**src/hw/README_unused.sv**
```systemverilog
`timescale 1ns/1ps

```
**src/common/dpsc_pkg.sv**
```systemverilog
/*
 * Constants shared by the dual potentiometer serial command port:
 * frame lengths, command encodings, reset values and timing counts.
 * Assumes a 250 MHz system clock; timings are derived from it here.
 */
package dpsc_pkg;

  // ---------------------------------------------------------------
  // clock and timing
  // ---------------------------------------------------------------
  localparam int CLK_PERIOD_PS = 4000;
  localparam int CLK_MHZ = 250;
  // non-volatile write busy time, longest figure, in microseconds
  localparam int BUSY_MAX_US = 20000;
  // longest time converts exactly to whole cycles
  localparam int BUSY_CYC = BUSY_MAX_US * CLK_MHZ;
  // power-up recall completes within this time, in nanoseconds
  localparam int RECALL_MAX_NS = 5000;
  localparam int RECALL_CYC = (RECALL_MAX_NS * 1000) / CLK_PERIOD_PS;
  localparam int BUSY_CNT_W = 23;
  localparam int RECALL_CNT_W = 12;

  // ---------------------------------------------------------------
  // frame shape
  // ---------------------------------------------------------------
  localparam logic [4:0] BITS_SHORT = 5'h08;
  localparam logic [4:0] BITS_LONG = 5'h10;
  localparam logic [4:0] BITS_SAT = 5'h11;
  // read-out: first driven edge, last data edge, standby edge
  localparam logic [3:0] RD_FIRST_EDGE = 4'h2;
  localparam logic [3:0] RD_LAST_EDGE = 4'h9;
  localparam logic [3:0] RD_DONE_EDGE = 4'hB;

  // ---------------------------------------------------------------
  // reset values
  // ---------------------------------------------------------------
  localparam logic [7:0] NV_RESET = 8'h80;
  localparam logic [7:0] WIPER_RESET = 8'h00;
  localparam logic [7:0] WIPER_MUTED = 8'h00;
  // pin order {mute, data, clock, select}; idle levels
  localparam logic [3:0] PIN_RESET = 4'h5;

  // ---------------------------------------------------------------
  // command encodings; the low two bits select channel A, B or both
  // ---------------------------------------------------------------
  localparam logic [7:0] CMD_WR_WIPER = 8'h00;
  localparam logic [7:0] CMD_WR_NV = 8'h10;
  localparam logic [7:0] CMD_CP_W2NV = 8'h20;
  localparam logic [7:0] CMD_CP_NV2W = 8'h30;
  localparam logic [7:0] CMD_RD_WIPER = 8'h68;
  localparam logic [7:0] CMD_RD_NV = 8'h28;
  localparam logic [1:0] CH_BOTH = 2'h3;
  localparam logic [1:0] CH_NONE = 2'h0;

  // ---------------------------------------------------------------
  // link state, gray coded along recall, standby, shift, read
  // ---------------------------------------------------------------
  typedef enum logic [1:0] {
    ST_RECALL = 2'h2,
    ST_STANDBY = 2'h0,
    ST_SHIFT = 2'h1,
    ST_READ = 2'h3
  } dpsc_state_t;

endpackage : dpsc_pkg

```
**src/hw/dpsc_sync.sv**
```systemverilog
/*
 * Two flip-flop synchroniser for a group of independent pin levels.
 * Assumes each bit is a slow level or a clock far below clk; bits are
 * not coherent with each other.
 */
`timescale 1ns/1ps
module dpsc_sync #(
  parameter int WIDTH = 4,
  parameter logic [WIDTH-1:0] RESET_VAL = '0
) (
  input wire logic clk,
  input wire logic sys_rst,
  input wire logic [WIDTH-1:0] async_in,
  output logic [WIDTH-1:0] sync_out
);

  logic [WIDTH-1:0] meta_q;
  logic [WIDTH-1:0] sync_q;

  // ---------------------------------------------------------------
  // two stages; first stage feeds only the second
  // ---------------------------------------------------------------
  always_ff @(posedge clk) begin
    if (sys_rst) begin
      meta_q <= RESET_VAL;
      sync_q <= RESET_VAL;
    end else begin
      meta_q <= async_in;
      sync_q <= meta_q;
    end
  end

  assign sync_out = sync_q;

endmodule : dpsc_sync

```
**src/hw/dpsc_port.sv**
```systemverilog
/*
 * Serial command port and control logic of a dual 256-position digital
 * potentiometer: three-wire link, wiper and non-volatile registers,
 * power-up recall, standby and non-volatile busy signalling.
 * Assumes the link pins are asynchronous to clk and the serial clock
 * stays well below clk/8 so that every edge is seen.
 */
`timescale 1ns/1ps
// Operation
// shift one bit per serial rising edge while selected
// execute on select rise, stop shifting there
// frames not 8 or 16 bits execute nothing
// host holds select low for whole frame
// writes: command byte then data byte, msb first
// copy and read accept 8 or 16 bits
// 0x01/0x02/0x03 write wiper A, B, both
// 0x11/0x12/0x13 store non-volatile A, B, both
// 0x21/0x22/0x23 copy wiper into non-volatile
// 0x31/0x32/0x33 copy non-volatile into wiper
// 0x69/0x6A read wiper, 0x29/0x2A read non-volatile
// standby when deselected, two clocks after read
// ready low during non-volatile write
// system keeps power during non-volatile write
// power-up recall loads wipers from non-volatile
// non-volatile default is mid-scale
// each wiper is an eight-bit tap position
// zero is low terminal, all ones high
// read data msb first from second edge
// mute zeroes wipers and blocks wiper commands
// non-volatile writes leave wipers unchanged
// undefined command bytes change nothing
module dpsc_port #(
  parameter int BUSY_CYCLES = dpsc_pkg::BUSY_CYC,
  parameter int RECALL_CYCLES = dpsc_pkg::RECALL_CYC
) (
  input wire logic clk,
  input wire logic sys_rst,
  input wire logic select_bar,
  input wire logic serial_clock,
  input wire logic serial_data_in,
  input wire logic mute,
  output logic serial_data_out,
  output logic serial_data_oe,
  output logic [7:0] wiper_a_pos,
  output logic [7:0] wiper_b_pos,
  output logic ready_n,
  output logic standby
);

  // ---------------------------------------------------------------
  // elaboration checks
  // ---------------------------------------------------------------
  if (BUSY_CYCLES < 1 || BUSY_CYCLES >= (1 << dpsc_pkg::BUSY_CNT_W)) begin : g_busy_chk
    $error("BUSY_CYCLES out of range");
  end
  if (RECALL_CYCLES < 1 || RECALL_CYCLES >= (1 << dpsc_pkg::RECALL_CNT_W)) begin : g_rec_chk
    $error("RECALL_CYCLES out of range");
  end

  localparam logic [dpsc_pkg::BUSY_CNT_W-1:0] BUSY_LOAD =
    dpsc_pkg::BUSY_CNT_W'(BUSY_CYCLES);
  localparam logic [dpsc_pkg::RECALL_CNT_W-1:0] RECALL_LAST =
    dpsc_pkg::RECALL_CNT_W'(RECALL_CYCLES - 1);

  // ---------------------------------------------------------------
  // pin synchronisers and edge detection
  // ---------------------------------------------------------------
  logic [3:0] pin_s;
  logic sel_s, sclk_s, sdi_s, mute_s;
  logic sel_prev_q, sclk_prev_q;
  logic sel_rise, sel_fall, sclk_rise;

  dpsc_sync #(
    .WIDTH(4),
    .RESET_VAL(dpsc_pkg::PIN_RESET)
  ) u_sync (
    .clk(clk),
    .sys_rst(sys_rst),
    .async_in({mute, serial_data_in, serial_clock, select_bar}),
    .sync_out(pin_s)
  );

  // data and clock share the same delay, so the sampled bit lines up
  assign {mute_s, sdi_s, sclk_s, sel_s} = pin_s;

  // previous levels for edge detection, taken after the second stage
  always_ff @(posedge clk) begin
    if (sys_rst) begin
      sel_prev_q <= 1'b1;
      sclk_prev_q <= 1'b0;
    end else begin
      sel_prev_q <= sel_s;
      sclk_prev_q <= sclk_s;
    end
  end

  assign sel_rise = sel_s & ~sel_prev_q;
  assign sel_fall = ~sel_s & sel_prev_q;
  assign sclk_rise = sclk_s & ~sclk_prev_q;

  // ---------------------------------------------------------------
  // declarations
  // ---------------------------------------------------------------
  dpsc_pkg::dpsc_state_t state_q, state_d;
  logic [15:0] shift_q;
  logic [4:0] bits_q;
  logic [7:0] cmd, data;
  logic len_ok, len_long, exec;
  logic [1:0] dec_wr_w, dec_wr_nv, dec_w2nv, dec_nv2w;
  logic dec_rd, dec_rd_nv, dec_rd_b;
  logic [7:0] wiper_q [2];
  logic [7:0] nv_q [2];
  logic [7:0] pos_q [2];
  logic [dpsc_pkg::BUSY_CNT_W-1:0] busy_cnt_q;
  logic nv_busy, nv_start, ready_n_q, standby_q;
  logic [dpsc_pkg::RECALL_CNT_W-1:0] recall_cnt_q;
  logic recall_done;
  logic [7:0] rd_shift_q;
  logic [3:0] rd_edge_q, rd_edge_nxt;
  logic rd_step, sdo_q, oe_q;

  // ---------------------------------------------------------------
  // frame capture
  // ---------------------------------------------------------------
  // shifting only in SHIFT state; a rising select freezes the frame
  always_ff @(posedge clk) begin
    if (sys_rst) begin
      shift_q <= 16'h0000;
      bits_q <= 5'h00;
    end else if (sel_fall) begin
      shift_q <= 16'h0000;
      bits_q <= 5'h00;
    end else if (state_q == dpsc_pkg::ST_SHIFT && !sel_s && sclk_rise) begin
      shift_q <= {shift_q[14:0], sdi_s};
      // saturate so overlong frames never alias to a legal length
      if (bits_q != dpsc_pkg::BITS_SAT) begin
        bits_q <= bits_q + 5'h01;
      end
    end
  end

  // ---------------------------------------------------------------
  // command decode
  // ---------------------------------------------------------------
  assign len_long = (bits_q == dpsc_pkg::BITS_LONG);
  assign len_ok = len_long || (bits_q == dpsc_pkg::BITS_SHORT);
  assign exec = (state_q == dpsc_pkg::ST_SHIFT) && sel_rise;

  // in a 16-bit frame the trailing byte is data or don't care
  always_comb begin
    cmd = len_long ? shift_q[15:8] : shift_q[7:0];
    data = shift_q[7:0];
    dec_wr_w = dpsc_pkg::CH_NONE;
    dec_wr_nv = dpsc_pkg::CH_NONE;
    dec_w2nv = dpsc_pkg::CH_NONE;
    dec_nv2w = dpsc_pkg::CH_NONE;
    dec_rd = 1'b0;
    dec_rd_nv = 1'b0;
    dec_rd_b = cmd[1];
    if (len_ok && cmd[1:0] != dpsc_pkg::CH_NONE) begin
      if (len_long && cmd[7:2] == dpsc_pkg::CMD_WR_WIPER[7:2]) begin
        dec_wr_w = cmd[1:0];
      end else if (len_long && cmd[7:2] == dpsc_pkg::CMD_WR_NV[7:2]) begin
        dec_wr_nv = cmd[1:0];
      end else if (cmd[7:2] == dpsc_pkg::CMD_CP_W2NV[7:2]) begin
        dec_w2nv = cmd[1:0];
      end else if (cmd[7:2] == dpsc_pkg::CMD_CP_NV2W[7:2]) begin
        dec_nv2w = cmd[1:0];
      end else if (cmd[1:0] != dpsc_pkg::CH_BOTH) begin
        // reading both channels has no encoding
        dec_rd = (cmd[7:2] == dpsc_pkg::CMD_RD_WIPER[7:2]) ||
                 (cmd[7:2] == dpsc_pkg::CMD_RD_NV[7:2]);
        dec_rd_nv = (cmd[7:2] == dpsc_pkg::CMD_RD_NV[7:2]);
      end
    end
  end

  // ---------------------------------------------------------------
  // wiper and non-volatile registers
  // ---------------------------------------------------------------
  assign nv_busy = (busy_cnt_q != '0);
  // a store while busy is dropped: the cell is still being written
  assign nv_start = exec && !nv_busy && ((dec_wr_nv | dec_w2nv) != dpsc_pkg::CH_NONE);

  // wiper registers: recall, writes and copies; mute blocks commands
  always_ff @(posedge clk) begin
    if (sys_rst) begin
      wiper_q[0] <= dpsc_pkg::WIPER_RESET;
      wiper_q[1] <= dpsc_pkg::WIPER_RESET;
    end else begin
      for (int ch = 0; ch < 2; ch++) begin
        if (recall_done) begin
          wiper_q[ch] <= nv_q[ch];
        end else if (exec && !mute_s) begin
          if (dec_wr_w[ch]) begin
            wiper_q[ch] <= data;
          end else if (dec_nv2w[ch]) begin
            wiper_q[ch] <= nv_q[ch];
          end
        end
      end
    end
  end

  // non-volatile registers; sys_rst models a fresh factory part
  always_ff @(posedge clk) begin
    if (sys_rst) begin
      nv_q[0] <= dpsc_pkg::NV_RESET;
      nv_q[1] <= dpsc_pkg::NV_RESET;
    end else if (nv_start) begin
      for (int ch = 0; ch < 2; ch++) begin
        if (dec_wr_nv[ch]) begin
          nv_q[ch] <= data;
        end else if (dec_w2nv[ch]) begin
          nv_q[ch] <= wiper_q[ch];
        end
      end
    end
  end

  // busy timer; power must stay up while it runs
  always_ff @(posedge clk) begin
    if (sys_rst) begin
      busy_cnt_q <= '0;
    end else if (nv_start) begin
      busy_cnt_q <= BUSY_LOAD;
    end else if (nv_busy) begin
      busy_cnt_q <= busy_cnt_q - 1'b1;
    end
  end

  // tap outputs; code 0 is the low terminal end, 0xFF the high end
  always_ff @(posedge clk) begin
    if (sys_rst) begin
      pos_q[0] <= dpsc_pkg::WIPER_RESET;
      pos_q[1] <= dpsc_pkg::WIPER_RESET;
      ready_n_q <= 1'b1;
    end else begin
      for (int ch = 0; ch < 2; ch++) begin
        pos_q[ch] <= mute_s ? dpsc_pkg::WIPER_MUTED : wiper_q[ch];
      end
      ready_n_q <= !nv_busy;
    end
  end

  // ---------------------------------------------------------------
  // power-up recall timer
  // ---------------------------------------------------------------
  assign recall_done = (state_q == dpsc_pkg::ST_RECALL) && (recall_cnt_q == RECALL_LAST);

  always_ff @(posedge clk) begin
    if (sys_rst) begin
      recall_cnt_q <= '0;
    end else if (state_q == dpsc_pkg::ST_RECALL) begin
      recall_cnt_q <= recall_cnt_q + 1'b1;
    end
  end

  // ---------------------------------------------------------------
  // link state machine
  // ---------------------------------------------------------------
  assign rd_step = (state_q == dpsc_pkg::ST_READ) && sel_s && sclk_rise;
  assign rd_edge_nxt = rd_edge_q + 4'h1;

  always_comb begin
    state_d = state_q;
    unique case (state_q)
      dpsc_pkg::ST_RECALL: begin
        if (recall_done) begin
          state_d = dpsc_pkg::ST_STANDBY;
        end
      end
      dpsc_pkg::ST_STANDBY: begin
        if (sel_fall) begin
          state_d = dpsc_pkg::ST_SHIFT;
        end
      end
      dpsc_pkg::ST_SHIFT: begin
        if (sel_rise) begin
          state_d = dec_rd ? dpsc_pkg::ST_READ : dpsc_pkg::ST_STANDBY;
        end
      end
      dpsc_pkg::ST_READ: begin
        if (sel_fall) begin
          state_d = dpsc_pkg::ST_SHIFT;
        end else if (rd_step && rd_edge_nxt == dpsc_pkg::RD_DONE_EDGE) begin
          state_d = dpsc_pkg::ST_STANDBY;
        end
      end
    endcase
  end

  always_ff @(posedge clk) begin
    if (sys_rst) begin
      state_q <= dpsc_pkg::ST_RECALL;
      standby_q <= 1'b0;
    end else begin
      state_q <= state_d;
      standby_q <= (state_d == dpsc_pkg::ST_STANDBY);
    end
  end

  // ---------------------------------------------------------------
  // read-out shifter and data pin drive
  // ---------------------------------------------------------------
  // pin stays driven until select falls, even after standby
  always_ff @(posedge clk) begin
    if (sys_rst) begin
      rd_shift_q <= 8'h00;
      rd_edge_q <= 4'h0;
      sdo_q <= 1'b0;
      oe_q <= 1'b0;
    end else if (sel_fall) begin
      oe_q <= 1'b0;
    end else if (exec && dec_rd) begin
      rd_shift_q <= dec_rd_nv ? nv_q[dec_rd_b] : wiper_q[dec_rd_b];
      rd_edge_q <= 4'h0;
    end else if (rd_step) begin
      rd_edge_q <= rd_edge_nxt;
      if (rd_edge_nxt >= dpsc_pkg::RD_FIRST_EDGE && rd_edge_nxt <= dpsc_pkg::RD_LAST_EDGE) begin
        sdo_q <= rd_shift_q[7];
        rd_shift_q <= {rd_shift_q[6:0], 1'b0};
        oe_q <= 1'b1;
      end
    end
  end

  assign serial_data_out = sdo_q;
  assign serial_data_oe = oe_q;
  assign wiper_a_pos = pos_q[0];
  assign wiper_b_pos = pos_q[1];
  assign ready_n = ready_n_q;
  assign standby = standby_q;
endmodule : dpsc_port

```
**config.mk**
```make
export PLATFORM = sky130hd
export DESIGN_NAME = dpsc_port
export DESIGN_NICKNAME = d
export VERILOG_FILES = /design/src/hw/README_unused.sv /design/src/common/dpsc_pkg.sv /design/src/hw/dpsc_sync.sv /design/src/hw/dpsc_port.sv
export SDC_FILE = /design/constraint.sdc
export NUM_CORES = 1
export LEC_CHECK = 0
export BUFFER_PORTS_ARGS = -buffer_cell sky130_fd_sc_hd__buf_2
export CORE_MARGIN = 10
export CORE_UTILIZATION = 31
export CTS_BUF_LIST = sky130_fd_sc_hd__clkbuf_8
export DETAILED_ROUTE_END_ITERATION = 10
export HOLD_SLACK_MARGIN = 0.12
export PLACE_DENSITY_LB_ADDON = 0.12
export SLEW_MARGIN = 40
export SYNTH_ARGS = -nofsm -noshare
export SYNTH_HDL_FRONTEND = slang
export SYNTH_HIERARCHICAL = 1
export SYNTH_SLANG_ARGS = --single-unit
```
**constraint.sdc**
```tcl
create_clock -name clk -period 9.1 [get_ports clk]
set_clock_uncertainty 0.1 [all_clocks]
set_input_delay 0.91 -clock clk [delete_from_list [all_inputs] [get_ports clk]]
set_output_delay 0.91 -clock clk [all_outputs]
set_load 0.05 [all_outputs]
```
==> Yosys cells after proc, flatten, opt, wreduce, memory -nomap -nowiden <==
Memories as Yosys holds them, arrays and structs flattened.
Index checks and enable logic that the tools add are counted.
{ "classes": {"n_addsub": 4, "n_lt_le_gt_ge": 2, "n_eq_ne": 14, "n_mux": 102, "bitwise": 21, "n_reduce_logical": 36} }
{ "ops": {"columns": ["cell", "count"], "rows": [
  ["8-bit 2-to-1 mux", 19],
  ["1-bit 2-to-1 mux", 58],
  ["23-bit 2-to-1 mux", 2],
  ["2-bit 2-to-1 mux", 20],
  ["23-bit nonzero test", 1],
  ["23-bit by 1-bit subtractor with 23-bit output (second input constant)", 1],
  ["6-bit by 4-bit == test with 1-bit output (second input constant)", 3],
  ["1-bit logical AND", 15],
  ["12-bit by 1-bit adder with 12-bit output (second input constant)", 1],
  ["12-bit by 11-bit == test with 1-bit output (second input constant)", 1],
  ["1-bit bitwise OR", 12],
  ["2-bit nonzero test", 5],
  ["4-bit 2-to-1 mux", 2],
  ["2-bit case mux with 4 select lines", 1],
  ["6-bit by 3-bit == test with 1-bit output (second input constant)", 1],
  ["6-bit by 5-bit == test with 1-bit output (second input constant)", 1],
  ["6-bit zero test", 1],
  ["3-bit AND reduction", 2],
  ["5-bit by 1-bit adder with 5-bit output (second input constant)", 1],
  ["5-bit by 4-bit == test with 1-bit output (second input constant)", 1],
  ["5-bit == test (second input constant)", 1],
  ["5-bit inequality test (second input constant)", 1],
  ["1-bit inverter", 5],
  ["4-bit by 1-bit adder with 4-bit output (second input constant)", 1],
  ["14 further kinds", 23]
]} }
{ "totals": {"register_bits": 84, "ram_bits": 48, "inputBits": 6, "word_cells": 198, "n_memories": 3} }
{ "mem_list": {"columns": ["memory", "depth", "word_bits", "read_ports", "rd_ports_with_merged_regs", "wr", "line", "source"], "rows": [
  ["nv_q", 2, 8, 3, 0, 2, "dpsc_port.sv:112", "logic [7:0] nv_q [2];"],
  ["pos_q", 2, 8, 2, 0, 2, "dpsc_port.sv:113", "logic [7:0] pos_q [2];"],
  ["wiper_q", 2, 8, 3, 0, 2, "dpsc_port.sv:111", "logic [7:0] wiper_q [2];"]
]} }

==> Longest topological paths before layout <==
{ "logic_depth": {"ltp_word": 15, "mapped_depth": 11, "mapped_depth_nobuf": 8} }

==> Modules after synthesis <==
Netlist, hierarchy kept.
{ "by_module_without_submodules": {"columns": ["mod", "n_inst", "cells_each", "area_each_um2"], "rows": [
  ["dpsc_port", 1, 626, 5929.4],
  ["dpsc_sync", 1, 16, 210.2]
]} }

==> Worst setup path after synthesis <==
No wires, ideal clock.
{ "synth_timing": {"path_type": "reg-to-reg", "from": "register bits_q[0]", "to": "memory nv_q[0][0], enable pin", "setup_time_ns": 0.387, "arrival_ns": 2.613, "setup_slack_ns": 6.000, "stages_incl_launch_ff": 8, "period_less_slack_ns": 3.100, "cell_sequence": "dfxtp_1 -> inv_1 -> ha_1 -> nor4bb_1 -> buf_2 -> mux2_2 -> a2111o_1 -> o31ai_1"} }
{ "synth_rtl": {"columns": ["item", "line", "source"], "rows": [
  ["from (decl)", "dpsc_port.sv:106", "logic [4:0] bits_q;"],
  ["from (signal assigned)", "dpsc_port.sv:137", "bits_q <= bits_q + 5'h01;"],
  ["to (decl)", "dpsc_port.sv:112", null]
]} }

==> impl_results.md <==
* Final Net Count at 677
* Floorplan row count at 51
* RR Startpoint: bits_q[0]
* Syn Inst Count at 642
* Dpl cell area at 6530 um^2
* First-pass GRT wire length at 25600 um
* Clock Latency Late Sink at 0.45 ns
* Startpoint types: input port
* # DRC at 0
* Crit path required time at 9.32 ns
* Number of gates resized after cts at 0
* Core area at 19500 um^2
* Pin count of the biggest net entering global routing at 42
* Clock tree root buffer cell: clkbuf_8
* Yosys warnings at 6
* Post-Syn Area per Cell at 9.56 um^2
* Total CTS buffers at 17
* Max-cap violations at 0
* Flops & latches, synth at 132
* Async set or reset register ratio after synthesis at 0
* WL final at 15900 um
* GPL Wtd Cong at 0.903
* Final period util at 0.403
* Synth Net Count at 658
* Die X at 161 um
* Initial antenna violation count at 0
* Peak VDD IR at 0.0852 mV
* CTS tree: yes
* Status: complete, no violations
* N_diodes at 0
* Critical path class: in2reg
* Setup crit end kind: flip-flop
* CTS H-Tree Depth at 4
* Port bufs at 25
* Clk buf depth at 2
* # Post-CTS Setup Buffers at 0
* Unique masters post-synth at 64
* Critical Path AT at 3.89 ns
* R2R setup slack at 5.62 ns
* Top fanout value on the critical path at 41
* PwrDens at 215 nW/um^2
* HP Start: u_sync/meta_q[0]
* Final Critical Period at 3.67 ns
* Number of global-route vias before repair at 4719
* Fin. Hold Viols at 0
* Overall global routing resource usage at 0.124
* Upper clock frequency limit at 0.272 GHz
* Crit. Startpoint: sys_rst
* Setup TNS at 0 ns
* Reg clk slew, reported paths at 0.07 ns
* Seq. cell area at 2960 um^2
* Vias per cell at 5.06
* WL/cell at 17.0 um
* DRT antenna net count at 0
* Final setup viols at 0
* Slew headroom at 0.444
* Final Power at 1.50 mW
* Multi-input logic area at 3050 um^2
* Ys flop type: dfxtp_1
* Static leakage at 2.61 nW
* Initial drt markers at 343
* Pre-CTS setup slack at 5.02 ns
* Initial Util at 0.315
* Hold Crit Class: reg2reg
* Slack of the critical path at 5.43 ns
* FILL cells at 1978
* Detailed-placement wirelength estimate at 11300 um
* Final Instance Area at 6970 um^2
* Via count at 4749
* Netlist Area Pre-Place at 6140 um^2
* Clock sinks at 132
* Max-slew violations at 0
* Setup repair after global routing missed its margin: no
* First drt pass iteration count at 6
* Grt ovf at 0
* Layout Area Growth over Synthesis at 13.5%
* DIE AREA at 25800 um^2
* Die height at 161 um
* Worst Tran Pin Value at 0.832 ns
* Share of cells above drive strength 1 at 0.122
* Hold-fix buffers, CTS at 0
* IO Count at 26
* Number of synthesized flops with an enable pin at 32
* Hold WS at 0.313 ns
* Post-synthesis sequential area ratio at 0.483
-- where the power goes --
| group | total, mW | switching [mW] | internal, mW |
|---|---|---|---|
| Clock | 0.512 | 0.237 | 0.276 |
| Sequential | 0.692 | 0.0423 | 0.649 |
| Combinational | 0.295 | 0.179 | 0.116 |
-- cells in the final DEF (no fill, tap or decap), drive strengths merged, types with 3 or more instances in the layout --
cell type  count
or3            9
a32oi          4
nor3          15
xor2          18
clkbuf        18
o2111a         3
and3           8
xnor2         21
o211ai         3
nor2b          8
buf           32
nand2b         6
and2          20
nor3b          4
clkinv         6
o22ai          9
edfxtp        32
dfxtp        100
o21ai         11
nor2          84
or2            6
nand2         68
inv           15
bufinv         3
ha            10
nand4         15
a31oi          3
a21oi         16
nand3b         5
and4           4
nor4          10
nand3         11
or4            3
mux2           3
a211oi         8
a22o          10
mux2i         42
o31ai          3
nor4bb         3
-- cell families (layout without fill, tap and decap cells) --
| group | Yosys count | after routing | share of synthesized area |
|---|---|---|---|
| adder cells (fa/ha/maj) | 10 | 10 | 0.0204 |
| flip-flops | 132 | 132 | 0.483 |
| AND/OR/NAND/NOR | 285 | 285 | 0.233 |
| XOR/XNOR | 39 | 39 | 0.0556 |
| multiplexers | 46 | 46 | 0.0776 |
| buffers and inverters | 44 | 76 | 0.0285 |
| AO/OA/AOI/OAI | 86 | 86 | 0.102 |
-- routing by layer --
| metal | share of wire | vias to the layer above | GRT usage |
|---|---|---|---|
| met5 | 0 | - | 0 |
| met2 | 0.46 | 129 | 0.193 |
| li1 | - | 2331 | - |
| met3 | 0.052 | 32 | 0.0327 |
| met1 | 0.46 | 2257 | 0.157 |
| met4 | 0.031 | 0 | 0.0562 |
-- critical path, cell delays in order --
cell      delay [ns]
buf_2           0.09
buf_4           0.25
nor2_2          0.65
nand3b_1        0.27
nand3b_1        0.57
o211a_1         0.44
o21ai_1         0.47
a22o_1          0.21
-- sequential cells by signal (all words and copies together), names as in the netlist --
register	count
busy_cnt_q	23
nv_q	16
pos_q	16
shift_q	16
wiper_q	16
recall_cnt_q	12
rd_shift_q	8
bits_q	5
rd_edge_q	4
u_sync/meta_q	4
u_sync/sync_out	4
state_q	2
ready_n	1
sclk_prev_q	1
sel_prev_q	1
serial_data_oe	1
serial_data_out	1
standby	1
-- through the flow --
step / util / cells
3_5_place_dp: 0.336 / 906
3_3_place_gp: 0.335 / 906
6_report: 0.358 / 939
4_1_cts: 0.356 / 938
2_1_floorplan: - / 642
5_1_grt: 0.358 / 939
-- final timing paths --
kind / to / depth (start not counted)
hold reg to reg: u_sync/sync_out[0] / 1
hold / removal: u_sync/sync_out[0] / 1
setup / recovery: wiper_q[1][1] / 8
setup reg to reg: nv_q[1][7] / 9
-- synthesized netlist by cell type, types with 11 or more instances --
cell	n	area (um^2)
nor2_1	84	315
nand2_1	67	251
mux2i_1	42	420
nand3_1	11	55.1
nand4_1	15	93.8
inv_1	12	45.0
nor3_1	15	75.1
clkbuf_1	23	86.3
xor2_1	18	158
dfxtp_1	100	2000
a21oi_1	16	80.1
and2_1	20	125
xnor2_1	21	184
edfxtp_1	32	961
-- layout make-up --
| cell class | count | share of cell area |
|---|---|---|
| repair buffers | 32 | 0.0251 |
| clock buffers | 18 | 0.0356 |
| flip-flops and latches | 132 | 0.425 |
| clock inverters | 14 | 0.0228 |
| multi-input cells | 466 | 0.437 |
| inverters | 12 | 0.00646 |
| well taps | 265 | 0.0476 |
(Power assumes the default switching activity.)
